==> config.mk <==
export PLATFORM = sky130hd
export DESIGN_NAME = slp_status_lamp
export DESIGN_NICKNAME = d
export VERILOG_FILES = /design/src/slp_pkg.sv /design/src/slp_tick_div.sv /design/src/slp_status_lamp.sv
export SDC_FILE = /design/constraint.sdc
export NUM_CORES = 1
export LEC_CHECK = 0
export BUFFER_PORTS_ARGS = -buffer_cell sky130_fd_sc_hd__clkbuf_2
export CAP_MARGIN = 40
export CORE_MARGIN = 4
export CORE_UTILIZATION = 30
export CTS_CLUSTER_DIAMETER = 80
export DETAILED_ROUTE_END_ITERATION = 10
export GPL_ROUTABILITY_DRIVEN = 1
export PLACE_DENSITY = 0.48
export REMOVE_ABC_BUFFERS = 1
export SLEW_MARGIN = 5
export SYNTH_ARGS = -nofsm -noshare
export SYNTH_HDL_FRONTEND = slang
export SYNTH_SLANG_ARGS = --single-unit
==> constraint.sdc <==
create_clock -name hclk -period 3 [get_ports hclk]
set_input_delay 0.3 -clock hclk [delete_from_list [all_inputs] [get_ports hclk]]
set_output_delay 0.3 -clock hclk [all_outputs]
set_load 0.02 [all_outputs]
==> src/slp_pkg.sv <==
// slp_pkg: constants and carrier types of the status lamp block
`default_nettype none
package slp_pkg;
  localparam int unsigned CLK_PERIOD_NS = 25;
  localparam int unsigned WDT_TICK_NS = 100000;
  localparam int unsigned WDT_TICK_CYC = WDT_TICK_NS / CLK_PERIOD_NS;
  localparam int unsigned FLASH_HALF_MS = 250;
  localparam int unsigned FLASH_HALF_CYC = FLASH_HALF_MS * 1000000 / CLK_PERIOD_NS;

  localparam logic [7:0] OFS_CTRL = 8'h00;
  localparam logic [7:0] OFS_CFG = 8'h04;
  localparam logic [7:0] OFS_WDT_LIM = 8'h08;
  localparam logic [7:0] OFS_ERR_STAT = 8'h0C;
  localparam logic [7:0] OFS_IRQ_STAT = 8'h10;
  localparam logic [7:0] OFS_IRQ_MASK = 8'h14;
  localparam logic [7:0] OFS_STATE = 8'h18;

  localparam int CTRL_RUN = 0;
  localparam int CTRL_FORCE = 1;
  localparam int CFG_IOV_STOP = 0;
  localparam int CFG_POS_STOP = 1;
  localparam int CFG_OPE_STOP = 2;
  localparam int CFG_BAT_ALARM = 3;
  localparam int CFG_DUP_OFF = 4;
  localparam logic [1:0] CTRL_RST = 2'h0;
  localparam logic [4:0] CFG_RST = 5'h0F;
  localparam logic [15:0] WDT_LIM_RST = 16'h07D0;

  localparam int NERR = 6;
  localparam int ERR_GEN = 0;
  localparam int ERR_IOV = 1;
  localparam int ERR_POS = 2;
  localparam int ERR_OPE = 3;
  localparam int ERR_BAT = 4;
  localparam int ERR_DUP = 5;
  localparam int ST_EXP_ACC = 6;
  localparam int ST_EXP_LOST = 7;
  localparam int ST_WDT = 8;

  localparam int IRQ_STOP = 0;
  localparam int IRQ_RUN = 1;
  localparam int IRQ_WDT = 2;
  localparam int IRQ_EXP = 3;

  typedef enum logic [2:0] {
    MODE_PROGRAM_MODE_LAMP = 3'b000,
    MODE_RUN = 3'b001,
    MODE_FORCE = 3'b010,
    MODE_ERR_RUN = 3'b011,
    MODE_ERR_STOP = 3'b100,
    MODE_WDT = 3'b101
  } slp_mode_t;

  typedef struct packed {
    logic run;
    logic program_mode_lamp;
    logic fault;
  } slp_main_lamps_t;

  typedef struct packed {
    logic power;
    logic link;
    logic fault;
  } slp_adp_lamps_t;

  // one-cycle error event pulses, general in bit 0
  typedef struct packed {
    logic dup_output;
    logic battery;
    logic operation;
    logic position;
    logic io_verify;
    logic general;
  } slp_diag_t;

  typedef struct packed {
    logic hsel;
    logic [31:0] haddr;
    logic [1:0] htrans;
    logic hwrite;
    logic [2:0] hsize;
    logic [31:0] hwdata;
    logic hready;
  } slp_ahb_req_t;

  typedef struct packed {
    logic [31:0] hrdata;
    logic hreadyout;
    logic hresp;
  } slp_ahb_rsp_t;
endpackage
`default_nettype wire

==> src/slp_tick_div.sv <==
// slp_tick_div: free-running divider giving a one-cycle enable pulse
`timescale 1ns/1ps
`default_nettype none
module slp_tick_div #(
  parameter int unsigned DIV = 4000
) (
  input wire logic hclk,
  input wire logic hresetn,
  output logic tick
);
  typedef struct packed {
    logic [23:0] cnt;
  } slp_div_state_t;

  slp_div_state_t s_q;
  slp_div_state_t s_d;

  always_comb begin
    s_d = s_q;
    if (s_q.cnt == 24'(DIV - 1)) begin
      s_d.cnt = 24'h000000;
    end else begin
      s_d.cnt = s_q.cnt + 24'h000001;
    end
  end

  always_ff @(posedge hclk or negedge hresetn) begin
    if (!hresetn) begin
      s_q <= '0;
    end else begin
      s_q <= s_d;
    end
  end

  assign tick = (s_q.cnt == 24'(DIV - 1));
endmodule
`default_nettype wire

==> src/slp_status_lamp.sv <==
// slp_status_lamp: self-diagnosis lamp driver with AHB-Lite registers
//
// The register offsets and the AHB-Lite interface to the registers were chosen for this implementation.
`timescale 1ns/1ps
`default_nettype none
module slp_status_lamp
  import slp_pkg::*;
#(
  parameter int unsigned FLASH_HALF_CYCLES = slp_pkg::FLASH_HALF_CYC
) (
  input wire logic hclk,
  input wire logic hresetn,
  input wire slp_pkg::slp_ahb_req_t ahb_req,
  output slp_pkg::slp_ahb_rsp_t ahb_rsp,
  input wire slp_pkg::slp_diag_t diag,
  input wire logic scan_begin,
  input wire logic scan_end,
  input wire logic exp_present,
  input wire logic exp_access_err,
  output slp_pkg::slp_main_lamps_t lamp,
  output slp_pkg::slp_adp_lamps_t alamp,
  output logic exec_run,
  output logic exp_halt,
  output logic irq
);
  typedef struct packed {
    logic [1:0] ctrl;
    logic [4:0] cfg;
    logic [15:0] wdt_lim;
    logic [NERR-1:0] err;
    logic wdt_trip;
    logic [15:0] wdt_cnt;
    logic scan_act;
    logic boot_done;
    logic exp_boot;
    logic exp_acc;
    logic exp_lost;
    logic [3:0] irq_stat;
    logic [3:0] irq_mask;
    logic flash;
    slp_mode_t mode;
    slp_main_lamps_t lamp;
    slp_adp_lamps_t alamp;
    logic exec;
    logic dp_act;
    logic dp_wr;
    logic [7:0] dp_addr;
    logic [31:0] rdata;
  } slp_state_t;

  slp_state_t s_q;
  slp_state_t s_d;
  logic wdt_tick;
  logic flash_tick;
  logic [NERR-1:0] stop_mask;
  logic [NERR-1:0] ev;
  logic [NERR-1:0] err_clr;
  logic stop_err;
  logic run_err;
  logic wdt_hit;
  logic ap;
  logic wr;
  logic [3:0] irq_ev;

  slp_tick_div #(.DIV(WDT_TICK_CYC)) u_wdt_div (
    .hclk(hclk),
    .hresetn(hresetn),
    .tick(wdt_tick)
  );

  // lamp flash rate is slow; a parameter so a simulation can shorten it
  slp_tick_div #(.DIV(FLASH_HALF_CYCLES)) u_flash_div (
    .hclk(hclk),
    .hresetn(hresetn),
    .tick(flash_tick)
  );

  always_comb begin
    s_d = s_q;
    // general and duplicated-output errors always stop
    stop_mask = 6'h21;
    stop_mask[ERR_IOV] = s_q.cfg[CFG_IOV_STOP];
    stop_mask[ERR_POS] = s_q.cfg[CFG_POS_STOP];
    stop_mask[ERR_OPE] = s_q.cfg[CFG_OPE_STOP];
    ev = diag;
    ev[ERR_BAT] = diag.battery && s_q.cfg[CFG_BAT_ALARM];
    ev[ERR_DUP] = diag.dup_output && !s_q.cfg[CFG_DUP_OFF];
    stop_err = |(s_q.err & stop_mask);
    run_err = |(s_q.err & ~stop_mask);
    ap = ahb_req.hsel && ahb_req.htrans[1] && ahb_req.hready;
    wr = s_q.dp_act && s_q.dp_wr;
    err_clr = '0;
    irq_ev = '0;

    // register writes land in the data phase
    if (wr) begin
      case (s_q.dp_addr)
        OFS_CTRL: s_d.ctrl = ahb_req.hwdata[1:0];
        OFS_CFG: s_d.cfg = ahb_req.hwdata[4:0];
        OFS_WDT_LIM: s_d.wdt_lim = ahb_req.hwdata[15:0];
        OFS_IRQ_MASK: s_d.irq_mask = ahb_req.hwdata[3:0];
        OFS_IRQ_STAT: s_d.irq_stat = s_q.irq_stat & ~ahb_req.hwdata[3:0];
        OFS_ERR_STAT: begin
          // stopping errors may only be cleared in program mode
          err_clr = ahb_req.hwdata[NERR-1:0];
          if (s_q.ctrl[CTRL_RUN]) begin
            err_clr = err_clr & ~stop_mask;
          end
          if (ahb_req.hwdata[ST_EXP_ACC]) begin
            s_d.exp_acc = 1'b0;
          end
          if (ahb_req.hwdata[ST_EXP_LOST]) begin
            s_d.exp_lost = 1'b0;
          end
        end
        default: begin
        end
      endcase
    end

    // set wins over the write-one clear
    s_d.err = (s_q.err & ~err_clr) | ev;
    irq_ev[IRQ_STOP] = |(ev & stop_mask & ~s_q.err);
    irq_ev[IRQ_RUN] = |(ev & ~stop_mask & ~s_q.err);

    // adapter: catch presence once after reset release
    s_d.boot_done = 1'b1;
    if (!s_q.boot_done) begin
      s_d.exp_boot = exp_present;
    end
    if (exp_access_err && exp_present) begin
      s_d.exp_acc = 1'b1;
      irq_ev[IRQ_EXP] = !s_q.exp_acc;
    end
    if (s_q.boot_done && s_q.exp_boot && !exp_present) begin
      s_d.exp_lost = 1'b1;
      irq_ev[IRQ_EXP] = irq_ev[IRQ_EXP] || !s_q.exp_lost;
    end

    // watchdog counts 100 us ticks within one program pass
    wdt_hit = s_q.exec && s_q.scan_act && (s_q.wdt_cnt >= s_q.wdt_lim);
    if (scan_begin) begin
      s_d.scan_act = 1'b1;
      s_d.wdt_cnt = 16'h0000;
    end else if (scan_end) begin
      s_d.scan_act = 1'b0;
      s_d.wdt_cnt = 16'h0000;
    end else if (s_q.exec && s_q.scan_act && wdt_tick && s_q.wdt_cnt != 16'hFFFF) begin
      s_d.wdt_cnt = s_q.wdt_cnt + 16'h0001;
    end
    // only a reset recovers from a watchdog trip
    if (wdt_hit) begin
      s_d.wdt_trip = 1'b1;
      irq_ev[IRQ_WDT] = !s_q.wdt_trip;
    end

    s_d.irq_stat = s_d.irq_stat | irq_ev;
    s_d.exec = s_d.ctrl[CTRL_RUN] && !(|(s_d.err & stop_mask)) && !s_d.wdt_trip;

    // display mode, highest priority first
    if (s_q.wdt_trip) begin
      s_d.mode = MODE_WDT;
    end else if (stop_err || (run_err && !s_q.ctrl[CTRL_RUN])) begin
      s_d.mode = MODE_ERR_STOP;
    end else if (run_err) begin
      s_d.mode = MODE_ERR_RUN;
    end else if (s_q.ctrl[CTRL_RUN] && s_q.ctrl[CTRL_FORCE]) begin
      s_d.mode = MODE_FORCE;
    end else if (s_q.ctrl[CTRL_RUN]) begin
      s_d.mode = MODE_RUN;
    end else begin
      s_d.mode = MODE_PROGRAM_MODE_LAMP;
    end

    s_d.flash = s_q.flash ^ flash_tick;
    case (s_d.mode)
      MODE_RUN: s_d.lamp = '{run: 1'b1, program_mode_lamp: 1'b0, fault: 1'b0};
      MODE_FORCE: s_d.lamp = '{run: s_q.flash, program_mode_lamp: !s_q.flash, fault: 1'b0};
      MODE_ERR_RUN: s_d.lamp = '{run: 1'b1, program_mode_lamp: 1'b0, fault: s_q.flash};
      MODE_ERR_STOP: s_d.lamp = '{run: 1'b0, program_mode_lamp: 1'b1, fault: s_q.flash};
      MODE_WDT: s_d.lamp = '{run: 1'b0, program_mode_lamp: 1'b1, fault: 1'b1};
      default: s_d.lamp = '{run: 1'b0, program_mode_lamp: 1'b1, fault: 1'b0};
    endcase

    s_d.alamp.power = 1'b1;
    if (!exp_present || s_q.exp_lost) begin
      s_d.alamp.link = s_q.flash;
    end else begin
      s_d.alamp.link = 1'b1;
    end
    s_d.alamp.fault = (s_q.exp_acc || s_q.exp_lost) ? s_q.flash : 1'b0;

    // address phase captures the read data for the next cycle
    s_d.dp_act = ap;
    s_d.dp_wr = ahb_req.hwrite;
    s_d.dp_addr = ahb_req.haddr[7:0];
    s_d.rdata = 32'h00000000;
    if (ap && !ahb_req.hwrite) begin
      case (ahb_req.haddr[7:0])
        OFS_CTRL: s_d.rdata = {30'h00000000, s_q.ctrl};
        OFS_CFG: s_d.rdata = {27'h0000000, s_q.cfg};
        OFS_WDT_LIM: s_d.rdata = {16'h0000, s_q.wdt_lim};
        OFS_ERR_STAT: s_d.rdata = {23'h000000, s_q.wdt_trip, s_q.exp_lost, s_q.exp_acc, s_q.err};
        OFS_IRQ_STAT: s_d.rdata = {28'h0000000, s_q.irq_stat};
        OFS_IRQ_MASK: s_d.rdata = {28'h0000000, s_q.irq_mask};
        OFS_STATE: s_d.rdata = {s_q.wdt_cnt, 5'h00, exp_present, s_q.exec,
                                s_q.alamp, s_q.lamp, s_q.mode};
        default: s_d.rdata = 32'h00000000;
      endcase
    end
  end

  always_ff @(posedge hclk or negedge hresetn) begin
    if (!hresetn) begin
      s_q <= '0;
      s_q.ctrl <= CTRL_RST;
      s_q.cfg <= CFG_RST;
      s_q.wdt_lim <= WDT_LIM_RST;
    end else begin
      s_q <= s_d;
    end
  end

  assign ahb_rsp.hrdata = s_q.rdata;
  assign ahb_rsp.hreadyout = 1'b1;
  assign ahb_rsp.hresp = 1'b0;
  assign lamp = s_q.lamp;
  assign alamp = s_q.alamp;
  assign exec_run = s_q.exec;
  assign exp_halt = s_q.exp_acc || s_q.exp_lost;
  assign irq = |(s_q.irq_stat & s_q.irq_mask);
endmodule
`default_nettype wire

### Word-level counts from Yosys, hierarchy flattened

Cells that the tools add are included.

| storage, ports and cells | value |
|---|---|
| word-level logic and storage cells | 157 |
| bits in read-only memories | 0 |
| RAM bits | 0 |
| bits in registers | 159 |
| bits in latches | 0 |
| memories kept | 0 |
| output and inout bits | 43 |

| operators by class | value |
|---|---|
| eq/ne operators | 19 |
| $add $sub $neg | 3 |
| magnitude comparators | 1 |
| $mul | 0 |
| bitwise gates (word level) | 18 |
| divide/modulo/power cells | 0 |
| reductions and logical operators | 53 |
| multiplexer cells | 35 |
| shift operators | 0 |

Operator list:

| operator | number |
|---|---|
| 32-bit case mux with 7 select lines | 1 |
| 6-bit AND | 9 |
| 24-bit by 1-bit adder with 24-bit output (second input constant) | 2 |
| 16-bit two-way mux | 3 |
| 24-bit two-way mux | 2 |
| 8-bit by 5-bit == test with 1-bit output (second input constant) | 5 |
| 8-bit by 4-bit == test with 1-bit output (second input constant) | 4 |
| 32-bit two-way mux | 1 |
| 6-bit OR reduction | 5 |
| 24-bit by 12-bit == test with 1-bit output (second input constant) | 1 |
| 24-bit == test (second input constant) | 1 |
| 22-bit two-way mux | 1 |
| 6-bit two-way mux | 3 |
| 6-bit inverter | 3 |
| 1-bit logical AND | 17 |
| 17-bit two-way mux | 1 |
| 16-bit by 1-bit adder with 16-bit output (second input constant) | 1 |
| 8-bit by 3-bit == test with 1-bit output (second input constant) | 2 |
| 16-bit greater-or-equal comparator | 1 |
| 8-bit zero test | 2 |
| 16-bit != test (second input constant) | 1 |
| 3-bit case mux with 5 select lines | 1 |
| 2-bit nonzero test | 7 |
| 1-bit two-way mux | 13 |
| 19 further kinds | 42 |

### Longest topological paths before layout

Gate-level depths: netlist (run 1).

| logic depth | value |
|---|---|
| depth in word-level cells | 13 |
| depth in mapped cells | 9 |

### Cells and area by module

From an unflattened synthesis (run 1), not the netlist that was laid out.

| unflattened totals | value |
|---|---|
| cell total of the unflattened synthesis | 715 |
| area, all modules | 7772.5 um^2 |

By module, submodules not included:

| module | area each (um^2) | cells an instance | instances | sequential area each (um^2) |
|---|---|---|---|---|
| slp_status_lamp | 5470.2 | 507 | 1 | 2790.2 |
| slp_tick_div (u_wdt_div) | 1154.9 | 104 | 1 | 600.6 |
| slp_tick_div (u_flash_div) | 1147.4 | 104 | 1 | 600.6 |

### Worst setup path after synthesis (run 1)

Ideal clock, no wire load.

| timing path | value |
|---|---|
| kind | register to register |
| from | register u_wdt_div.s_q[0] (netlist bit) |
| to | register s_q[72] (netlist bit) |
| required time | 2922 ps |
| arrival time | 2083 ps |
| stages on the path, launching flop included | 9 |
| clock period less this slack | 2161 ps |
| path buffers | 2 |
| path slack | 839 ps |
| library setup time | 78 ps |
| cell sequence | dfrtp_1 ha_1 and4_4 nand3_2 or3_1 buf_2 buf_6 or4_1 a21oi_1 |

| on the way | value |
|---|---|
| cells in the longest elaborated chain, start to end | 4 |

Ends and longest elaborated chain:

| what | line | text |
|---|---|---|
| start, declared | slp_tick_div.sv:15 | `slp_div_state_t s_q;` |
| start signal, assigned | slp_tick_div.sv:29 | `s_q <= '0;` |
| start signal, assigned | slp_tick_div.sv:31 | `s_q <= s_d;` |
| 24-bit by 12-bit == test with 1-bit output | slp_tick_div.sv:35 | `assign tick = (s_q.cnt == 24'(DIV - 1));` |
| 1-bit logical AND (2 in a row) | slp_status_lamp.sv:148 | `end else if (s_q.exec && s_q.scan_act && wdt_tick && s_q.wdt_cnt != 16'hFFFF) begin` |
| 3-bit nonzero test (no source line) | n/a |  |
| end, declared | slp_status_lamp.sv:51 | `slp_state_t s_q;` |

Every way passes these cells.
A chain may end at the register's enable or synchronous reset.

### Worst setup path after layout (run 1)

| timing path | value |
|---|---|
| from | register u_wdt_div.s_q[0] (netlist bit) |
| to | register s_q[74] (netlist bit) |

The elaborated chain is that of the path after synthesis.

==> run metrics, run 1 <==
CTS tree=done; CP startpoint kind=flop; required time of the critical path=3.35 ns; Compound-Gate Fraction of Synth Area=0.09727; # IOs=~130; grt met3 use=0.03710; status=finished, final reports clean; Worst Setup SP=u_wdt_div.s_q[0]$_DFF_PN0_; root buf cell=clkbuf_16; Async SR Flop Fraction=1.000; Post-synth top cells=dfrtp_1, nand2_1, nor2_1; Worst setup EP type=flop; P&R area growth vs syn=15.41%; mux share of post-synthesis cell area=0.04015; Starting Density=0.3044; slowest stage delay, CP=roughly 0.70 ns; top cells by area, synth=dfrtp_1, buf_4, dfstp_2; die height=about 170 µm; global-route usage over all layers=0.1399; Crit-path slowest cell=or3_1; DR iter-0 viols=slightly below 400; simple-gate portion of the synthesized area=0.1936; Reg2Reg Depth=6; Placed Cells=around 1,100; Final Hold Fails=0; worst vdd ir=around 0.00023 V; Tightest Pin Transition=just under 0.8 ns; CP arrival=2.87 ns; CTS sink cnt=around 160; fin. max-slew vios=0; leakage power figure=between 4 and 5 nW; largest family of logic cells by synthesized area=simple AND/OR/NAND/NOR gates; Critical Setup Path Class=reg2reg; Reg2Reg Capture Point=s_q[74]$_DFFE_PN0P_; Worst R2R Setup Slack=roughly 0.47 ns; first-pass GRT wire length=31.06 mm; syn_area_per_cell=10.53 µm²; total core area=approximately 25,000 µm²; DR WL/cell=approximately 17 µm; Period Utilization, post-route=0.8422; Yosys warning total=0; GPL Wtd Cong=about 0.81; Longest Clk Path Bufs=2; Setup TNS=0 ns; worst path cell trace=ha_1 > and4_4 > nand3_2 > or3_1 > or4_1 > a21oi_1; total design power=between 4 and 5 mW; GRT busiest layer=met2; Vias/cell=~4.8; Psw=1.070 mW; fin crit period=between 2 and 3 ns; die area=around 28,000 µm²; vias in the first global route=5,490; final cell count without fillers=between 1,000 and 1,500; Clock Power Share=0.460; Port-buffer cells=80; number of buffers created by CTS=17; Sw Ratio=0.2449; grt total ovfl=0; Pwr Density=slightly below 500 nW/µm²; Clk Latency, worst-skew pair=~0.44 ns; layout cells sized above 1=0.2160; sequential power share=0.501; sequential area share after synthesis=0.5206; DR pass1 iterations=5; Netlist cell types=62; Post-DP HPWL=approximately 14 mm; largest area contributor in the netlist=dfrtp_1; RSZ-0062 raised after global routing=false; Post-route DRC=0; Post-synth EDFFs=0; GRT met1 Usage=0.2059; Synth Area in XOR/XNOR=0.05141; Final ANT Viol Nets=0; Hold Path Origin=ahb_req[43]; FMAX=a little under 0.4 GHz; antenna violations before repair=0; synthesized cell area=7666 µm²; Final nets=around 890; FF+latch count, synth=roughly 160; cell internal pwr=3.298 mW; most common cell in the netlist=dfrtp_1; Die W=167.9 µm; FF-to-FF Start=u_wdt_div.s_q[0]$_DFF_PN0_; WL final=19.27 mm; final setup fails=0; Min-Delay Path Class=in2reg; Gate power share=0.040; largest net degree at the start of global routing=between 70 and 80; clk slew on worst S/H paths=0.07 ns; DR vias=~5,500; ys flop type=dfrtp_1; number of H-tree levels=4; Critical Path End=s_q[74]$_DFFE_PN0P_; postcts setup bufs=0; adder-cell share of the synthesized area=0.03101; clock skew=0.01198 ns; cells after synthesis=around 730; Max Cap Violations=0; maximum fanout along the worst path=25; FP Rows=58; Rel. slew slack=0.4700; Yosys top cell area share=0.4864; M2 GR Usage=0.2060
-- worst min path at each step --
| stage | cells past startpoint | end |
|---|---|---|
| 2_1_floorplan | 0 | ahb_rsp[10]$_DFF_PN0_ |
| 3_3_place_gp | 1 | s_q[87]$_DFF_PN0_ |
| 3_5_place_dp | 1 | s_q[87]$_DFF_PN0_ |
| 4_1_cts | 1 | s_q[38]$_DFF_PN0_ |
| 5_1_grt | 1 | s_q[36]$_DFF_PN0_ |
| 6_report | 1 | s_q[36]$_DFF_PN0_ |
-- power groups by stage --
stage	logic (mW)	registers, mW	clock network [mW]
CTS	0.179	2.19	2.07
global placement	0.172	2.23	0
floorplan	0.0527	2.22	0
global route	0.197	2.19	2.16
finish	0.174	2.19	2.01
detailed placement	0.171	2.23	0
-- sequential cells by signal, indices dropped and copies added (netlist names) --
signal / count
u_flash_div.s_q: 24
exec_run: 1
u_wdt_div.s_q: 24
alamp: 3
s_q: 72
lamp: 3
ahb_rsp: 32
-- metrics by stage --
step | utilization | hold WS [ns] | cell area [µm²] | setup slack, ns
after floorplan | - | 0.004409 | 7284 | -0.05979
after global placement | 0.3273 | 0.3853 | 8242 | 0.5455
after detailed placement | 0.3273 | 0.3863 | 8242 | 0.5156
after CTS | 0.3508 | 0.001227 | 8835 | 0.4681
after global routing | 0.3512 | 0.007256 | 8845 | 0.3038
final | 0.3513 | 0.02059 | 8847 | 0.4734
-- kinds of logic after synthesis --
| family | Yosys count |
|---|---|
| AO/OA/AOI/OAI | 113 |
| XOR/XNOR | 45 |
| adder cells (fa/ha/maj) | 19 |
| buffers and inverters | 90 |
| flip-flops | 159 |
| multiplexers | 26 |
| other | 2 |
| AND/OR/NAND/NOR | 274 |
-- worst max-delay path, delay by kind of cell (launching register included) --
| family | cells | cell delay (ns) |
|---|---|---|
| AOI/OAI and AO/OA | 1 | 0.16 |
| adders and majority gates | 1 | 0.21 |
| DFF | 1 | 0.39 |
| and+or+nand+nor | 4 | 1.67 |
-- cell usage in the layout (no fill, tap or decap), types with 8 or more instances in the layout --
cell type / Yosys / final
dfrtp_1: 149 / 149
clkbuf_2: 0 / 79
nand2_1: 69 / 69
nor2_1: 41 / 41
and3_1: 36 / 36
o21ai_0: 32 / 32
inv_1: 30 / 30
nand3_1: 29 / 29
xnor2_1: 23 / 23
xor2_1: 22 / 22
a21oi_1: 20 / 20
ha_1: 19 / 19
mux2_2: 18 / 18
clkbuf_16: 0 / 17
nor3_1: 15 / 14
buf_4: 40 / 12
nor2b_1: 12 / 11
o31ai_1: 10 / 10
dfstp_2: 10 / 10
nand4_1: 9 / 9
a22oi_1: 9 / 9
or4_1: 9 / 9
nor4_1: 8 / 8
-- layer usage --
metal / part of all wire / routed length, µm
met1: 0.50 / 9609
met2: 0.45 / 8582
met3: 0.046 / 895
met4: 0.0096 / 185
met5: 0 / 0
-- timing repair --
item | in CTS | in global routing
gates resized for setup | 0 | 0
endpoints found under the hold margin | 74 | 1
hold buffers | 6 | 1
setup endpoints to repair | 0 | 0
-- area by class of cell --
type / instances / area, µm²
Clock buffer: 17 / 425.4
Clock inverter: 14 / 107.6
Tap cell: 330 / 412.9
Timing Repair Buffer: 101 / 606.8
Multi-Input combinational cell: 480 / 3188
Inverter: 30 / 112.6
Antenna cell: 1 / 2.502
Sequential cell: 159 / 3991
Fill cell: 2532 / 16330
(Power assumes the default switching activity.)
==> run 2: changes to the inputs <==
--- a/config.mk
+++ b/config.mk
@@ -12,7 +12,7 @@
 export CTS_CLUSTER_DIAMETER = 80
 export DETAILED_ROUTE_END_ITERATION = 10
 export GPL_ROUTABILITY_DRIVEN = 1
-export PLACE_DENSITY = 0.48
+export PLACE_DENSITY = 0.5
 export REMOVE_ABC_BUFFERS = 1
 export SLEW_MARGIN = 5
 export SYNTH_ARGS = -nofsm -noshare
==> constraint.sdc (replaced) <==
create_clock -name hclk -period 2.2 [get_ports hclk]
set_input_delay 0.22 -clock hclk [delete_from_list [all_inputs] [get_ports hclk]]
set_output_delay 0.22 -clock hclk [all_outputs]
set_load 0.02 [all_outputs]
==> run 2 against run 1 <==
Net effect:
- non-clock buffer count increased by 49
- critical path depth grew 1
- setup slack got worse by 0.43 ns
- largest power group unchanged
==> run metrics, run 2 (synthesis gave the netlist of run 1 again) <==
die height=167.9 µm (unchanged); Period Utilization, post-route=0.9783 (+0.1361); antenna violations before repair=0 (unchanged); Post-route DRC=0 (unchanged); FP Rows=58 (unchanged); Critical Setup Path Class=reg2reg; ant diodes=0 (-1); slowest stage delay, CP=0.47 ns (-0.23 ns); DR pass1 iterations=5 (unchanged); Port-buffer cells=80 (unchanged); Setup TNS=0 ns (unchanged); WL final=19.34 mm (+0.37%); Tightest Pin Transition=0.6160 ns (-0.1589 ns); Crit-path slowest cell=or4_1; worst vdd ir=0.0003900 V (+68%); most frequent cells in the layout=dfrtp_1, clkbuf_2, nand2_1, buf_4, nor2_1; maximum fanout along the worst path=5 (-80%); global-route usage over all layers=0.1383 (-0.001550); # IOs=127 (unchanged); die area=28,180 µm² (unchanged); Top reg by flops=s_q; largest net degree at the start of global routing=59 (-22%); DR iter-0 viols=341 (-14%); clk slew on worst S/H paths=0.07 ns (about the same); Final Hold Fails=0 (unchanged); root buf cell=clkbuf_16; Post-DP HPWL=13.96 mm (+1.8%); GPL Wtd Cong=0.8113 (about the same); commonest non-fill, non-tap cell in the layout=dfrtp_1; worst path cell trace=ha_1 > nand3_1 > nor4b_1 > buf_4 > nand2_1 > or4_1 > a21oi_1; DR WL/cell=16.39 µm (-3.7%); Final Instance Area=9410 µm² (+6.4%); Max Cap Violations=0 (unchanged); layout cells sized above 1=0.2765 (+0.06049); Longest Clk Path Bufs=2 (unchanged); CP arrival=2.49 ns (-0.38 ns); number of H-tree levels=4 (unchanged); clock skew=0.01137 ns (-0.0006127 ns); Placed Area=8584 µm² (+4.2%); Die W=167.9 µm (unchanged); fin. max-slew vios=0 (unchanged); max FFs per register=72 (unchanged); CTS sink cnt=159 (unchanged); number of buffers created by CTS=17 (unchanged); status=finished, final reports clean; FMAX=0.4646 GHz (+17%); Rel. slew slack=0.5893 (+0.1193); Vias/cell=4.803 (-0.81%); Final ANT Viol Nets=0 (unchanged); required time of the critical path=2.54 ns (-0.81 ns); first-pass GRT wire length=31.18 mm (+0.40%); Clk Latency, worst-skew pair=0.43 ns (about the same); RSZ-0062 raised after global routing=true; CTS tree=done; P&R area growth vs syn=22.75%; Worst setup EP type=flop; Final nets=941 (+5.5%); DR vias=5,668 (+3.4%); CP startpoint kind=flop; leakage power figure=4.411 nW (+6.8%); vias in the first global route=5,641 (+2.8%); Min-Delay Path Class=in2reg; total core area=25,180 µm² (unchanged); final setup fails=0 (unchanged); final cell utilization of the core=0.3737 (+0.02236); grt total ovfl=0 (unchanged); Pwr Density=645.1 nW/µm² (+31%); Starting Density=0.3044 (unchanged); fin crit period=2.152 ns (-0.3744 ns); fill count=2,508 (-0.95%)
run 2: cell count changes in the layout (fill, tap and decap cells not counted), moves of 3 or more:
cell | previous run | this run
buf_4 | 12 | 52
a21oi_1 | 20 | 15
a21oi_2 | 0 | 5
dlygate4sd3_1 | 7 | 12
buf_12 | 2 | 6
dfrtp_1 | 149 | 146
dfrtp_2 | 0 | 3
o21ai_0 | 32 | 29
o21ai_1 | 0 | 3
or4_1 | 9 | 6
or4_4 | 0 | 3
run 2: where the power goes:
group	internal [mW]	switching [mW]
registers	2.96	0.0247
logic	0.101	0.154
clock network	1.60	1.24
total	4.66	1.42
run 2: final timing paths:
check | start | end | slack [ns] | depth (start not counted)
max | s_q[67]$_DFFE_PN0P_ | s_q[78]$_DFFE_PN0P_ | 0.05 | 7
min | diag[0] | s_q[83]$_DFF_PN0_ | 0.01 | 2
max reg2reg | s_q[67]$_DFFE_PN0P_ | s_q[78]$_DFFE_PN0P_ | 0.05 | 7
min reg2reg | u_wdt_div.s_q[23]$_DFF_PN0_ | u_wdt_div.s_q[23]$_DFF_PN0_ | 0.48 | 1
max in group asynchronous | hresetn | s_q[97]$_DFFE_PN1P_ | 1.12 | 3
min in group asynchronous | hresetn | u_wdt_div.s_q[3]$_DFF_PN0_ | 0.35 | 2
run 2: through the flow:
stage | worst slack (ns) | instances | power (mW) | hold slack, ns
2_1_floorplan | -0.8598 | 669 | 3.101 | -0.07559
3_3_place_gp | -0.1589 | 1134 | 3.277 | 0.2703
3_5_place_dp | -0.2406 | 1134 | 3.277 | 0.2680
4_1_cts | 0.005607 | 1176 | 6.167 | 0.001582
5_1_grt | -0.02825 | 1180 | 6.316 | 0.01459
6_report | 0.04775 | 1180 | 6.070 | 0.01460
run 2: critical path, delay by kind of cell, from the launching register on:
kind / cells / cell delay [ns]
AO/OA/AOI/OAI: 1 / 0.15
adder cells (fa/ha/maj): 1 / 0.22
buffers and inverters: 1 / 0.21
flip-flops: 1 / 0.42
AND/OR/NAND/NOR: 4 / 1.07
run 2: area by class of cell:
cell class | instances | area [µm²] | share of cell area
Clock buffer | 20 | 446.7 | 0.04747
Clock inverter | 11 | 110.1 | 0.01170
Inverter | 30 | 115.1 | 0.01223
Multi-Input combinational cell | 480 | 3293 | 0.3500
Sequential cell | 159 | 3995 | 0.4245
Tap cell | 330 | 412.9 | 0.04388
Timing Repair Buffer | 150 | 1037 | 0.1102
run 2: repair_timing:
action                                  4_1_cts  5_1_grt
endpoints found under the setup margin        6       11
setup buffers                                 0        3
resized for setup                             4       27
hold endpoints to repair                     63        1
pin swaps                                     1       15
hold buffers                                 11        1
run 2: per-layer routing:
metal | GRT usage | up-vias | part of all wire
li1 | - | 2771 | -
met1 | 0.2020 | 2756 | 0.50
met2 | 0.2093 | 132 | 0.45
met3 | 0.02982 | 9 | 0.039
met4 | 0.03564 | 0 | 0.0083
met5 | 0 | - | 0
==> run 3: changes to the inputs <==
--- a/config.mk
+++ b/config.mk
@@ -12,7 +12,7 @@
 export CTS_CLUSTER_DIAMETER = 80
 export DETAILED_ROUTE_END_ITERATION = 10
 export GPL_ROUTABILITY_DRIVEN = 1
-export PLACE_DENSITY = 0.5
+export PLACE_DENSITY = 0.48
 export REMOVE_ABC_BUFFERS = 1
 export SLEW_MARGIN = 5
 export SYNTH_ARGS = -nofsm -noshare
==> constraint.sdc (replaced) <==
create_clock -name hclk -period 2.4 [get_ports hclk]
set_input_delay 0.24 -clock hclk [delete_from_list [all_inputs] [get_ports hclk]]
set_output_delay 0.24 -clock hclk [all_outputs]
set_load 0.02 [all_outputs]
==> run 3 against run 2 <==
Net effect:
- core utilization fell by 1.3 points
- sequential power shrank 8.4%
- count of clock-buffer cells in the layout is 1 lower
- critical path depth did not move
- worst hold slack gained 0.011 ns
- clock skew grew 0.0011 ns
- sequential share of layout area up 1.5 points
- final area down 3.6%
- setup slack better by 0.095 ns
- largest power group unchanged
==> run metrics, run 3 (synthesis gave the netlist of run 1 again) <==
clk slew on worst S/H paths=0.07 ns (about the same); CP startpoint kind=flop; CP arrival=2.60 ns (+0.11 ns); number of buffers created by CTS=17 (unchanged); Hold Path Origin=ahb_req[16]; DR WL/cell=16.91 µm (+3.1%); Die W=167.9 µm (unchanged); slowest stage delay, CP=0.51 ns (+0.04 ns); Period Utilization, post-route=0.9407 (-0.03763); FMAX=0.4430 GHz (-4.7%); largest net degree at the start of global routing=56 (-5.1%); fill count=2,510 (+0.080%); die height=167.9 µm (unchanged); Min-Delay Path Class=in2reg; maximum fanout along the worst path=25 (+20); vias in the first global route=5,594 (-0.83%); Placed Cells=1,115 (-1.7%); Final ANT Viol Nets=0 (unchanged); DR pass1 iterations=6 (+1); RSZ-0062 raised after global routing=false; postcts setup bufs=0 (unchanged); FP Rows=58 (unchanged); root buf cell=clkbuf_16; global-route usage over all layers=0.1420 (+0.003625); Critical Setup Path Class=reg2reg; DR iter-0 viols=319 (-6.5%); DR vias=5,563 (-1.9%); commonest non-fill, non-tap cell in the layout=dfrtp_1; Vias/cell=4.816 (+0.27%); first-pass GRT wire length=31.82 mm (+2.0%); Reg2Reg Capture Point=s_q[74]$_DFFE_PN0P_; required time of the critical path=2.74 ns (+0.20 ns); FF-to-FF Start=u_wdt_div.s_q[0]$_DFF_PN0_; Final nets=915 (-2.8%); Setup TNS=0 ns (unchanged); final setup fails=0 (unchanged); worst path cell trace=ha_1 > and4_4 > nand3_2 > or3_1 > buf_12 > or4_1 > a21oi_1; Worst R2R Setup Slack=0.14 ns (+0.09 ns); final cell count without fillers=1,155 (-2.1%); Tightest Pin Transition=0.6272 ns (+0.01115 ns); antenna violations before repair=0 (unchanged); Reg2Reg Depth=7 (unchanged); GPL Wtd Cong=0.8095 (-0.22%); WHS Endpoint=s_q[104]$_DFFE_PN0P_; P&R area growth vs syn=18.35%; Final Hold Fails=0 (unchanged); Worst setup EP type=flop; grt total ovfl=0 (unchanged); Top reg by flops=s_q; Rel. slew slack=0.5787 (-0.01065); Starting Density=0.3044 (unchanged); layout cells sized above 1=0.2376 (-0.03889); CTS tree=done; fin crit period=2.258 ns (+0.1053 ns); clock skew=0.01248 ns (+0.001109 ns); Pwr Density=620.1 nW/µm² (-3.9%); Max Cap Violations=0 (unchanged); die area=28,180 µm² (unchanged); Post-DP HPWL=14.06 mm (+0.71%); WL final=19.53 mm (+0.95%); Port-buffer cells=80 (unchanged); Hold Path Stages=3 (+1); ant diodes=0 (unchanged); worst hold slack=0.02580 ns (+0.01120 ns); max FFs per register=72 (unchanged); fin. max-slew vios=0 (unchanged); total core area=25,180 µm² (unchanged); Longest Clk Path Bufs=2 (unchanged); worst vdd ir=0.0003031 V (-22%); CTS sink cnt=159 (unchanged); Post-route DRC=0 (unchanged); Clk Latency, worst-skew pair=0.42 ns (about the same); number of H-tree levels=4 (unchanged); status=finished, final reports clean; most frequent cells in the layout=dfrtp_1, clkbuf_2, nand2_1, nor2_1, and3_1; Crit-path slowest cell=or4_1; # IOs=127 (unchanged); leakage power figure=4.261 nW (-3.4%)
==> run 3: how the worst max path moves through the flow <==
stage,from,cells after the start,slack [ns],to
after floorplan,s_q[36]$_DFF_PN0_,4,-0.66,s_q[89]$_DFFE_PN0P_
after global placement,u_wdt_div.s_q[18]$_DFF_PN0_,6,0.19,s_q[78]$_DFFE_PN0P_
after detailed placement,u_wdt_div.s_q[0]$_DFF_PN0_,7,0.17,s_q[73]$_DFFE_PN0P_
after CTS,u_wdt_div.s_q[0]$_DFF_PN0_,7,0.14,s_q[74]$_DFFE_PN0P_
after global routing,ahb_req[39],7,0.004,ahb_rsp[22]$_DFF_PN0_
final,u_wdt_div.s_q[0]$_DFF_PN0_,7,0.14,s_q[74]$_DFFE_PN0P_
==> run 3: per-stage QoR <==
step / setup WS (ns) / util / instance area [µm²] / total power [mW]
global route: 0.003853 / 0.3603 / 9072 / 5.831
detailed placement: 0.1750 / 0.3343 / 8419 / 3.000
floorplan: -0.6598 / - / 7284 / 2.842
global placement: 0.1869 / 0.3343 / 8419 / 2.999
finish: 0.1424 / 0.3603 / 9072 / 5.625
CTS: 0.1381 / 0.3601 / 9069 / 5.697
==> run 3: area by class of cell <==
cell class	count	area, µm²	area share
Sequential cell	159	3991	0.4399
Multi-Input combinational cell	480	3192	0.3518
Timing Repair Buffer	124	794.5	0.08757
Clock buffer	19	442.9	0.04882
Tap cell	330	412.9	0.04551
Clock inverter	13	126.4	0.01393
Inverter	30	112.6	0.01241
==> run 3: worst max-delay path: cells and delay by family, from the launching register on <==
family	cells	cell delay [ns]
compound gates	1	0.15
fa+ha+maj	1	0.18
buf+inv	1	0.18
flops	1	0.38
simple gates	4	1.29
==> run 3: routing by layer <==
layer,share of wire,track usage,up-vias
li1,-,-,2721
met1,0.51,0.2151,2717
met2,0.44,0.2068,110
met3,0.042,0.02865,15
met4,0.011,0.03740,0
met5,0,0,-
==> run 3: timing repair <==
action	in CTS	in global routing
resized for setup	0	1
hold endpoints to repair	57	0
hold buffers	8	0
setup endpoints to repair	0	1
==> run 3: report_power, final <==
part | internal [mW] | total (mW) | switching [mW]
logic | 0.0841 | 0.222 | 0.138
registers | 2.71 | 2.73 | 0.0223
clock network | 1.48 | 2.67 | 1.19
total | 4.27 | 5.63 | 1.35
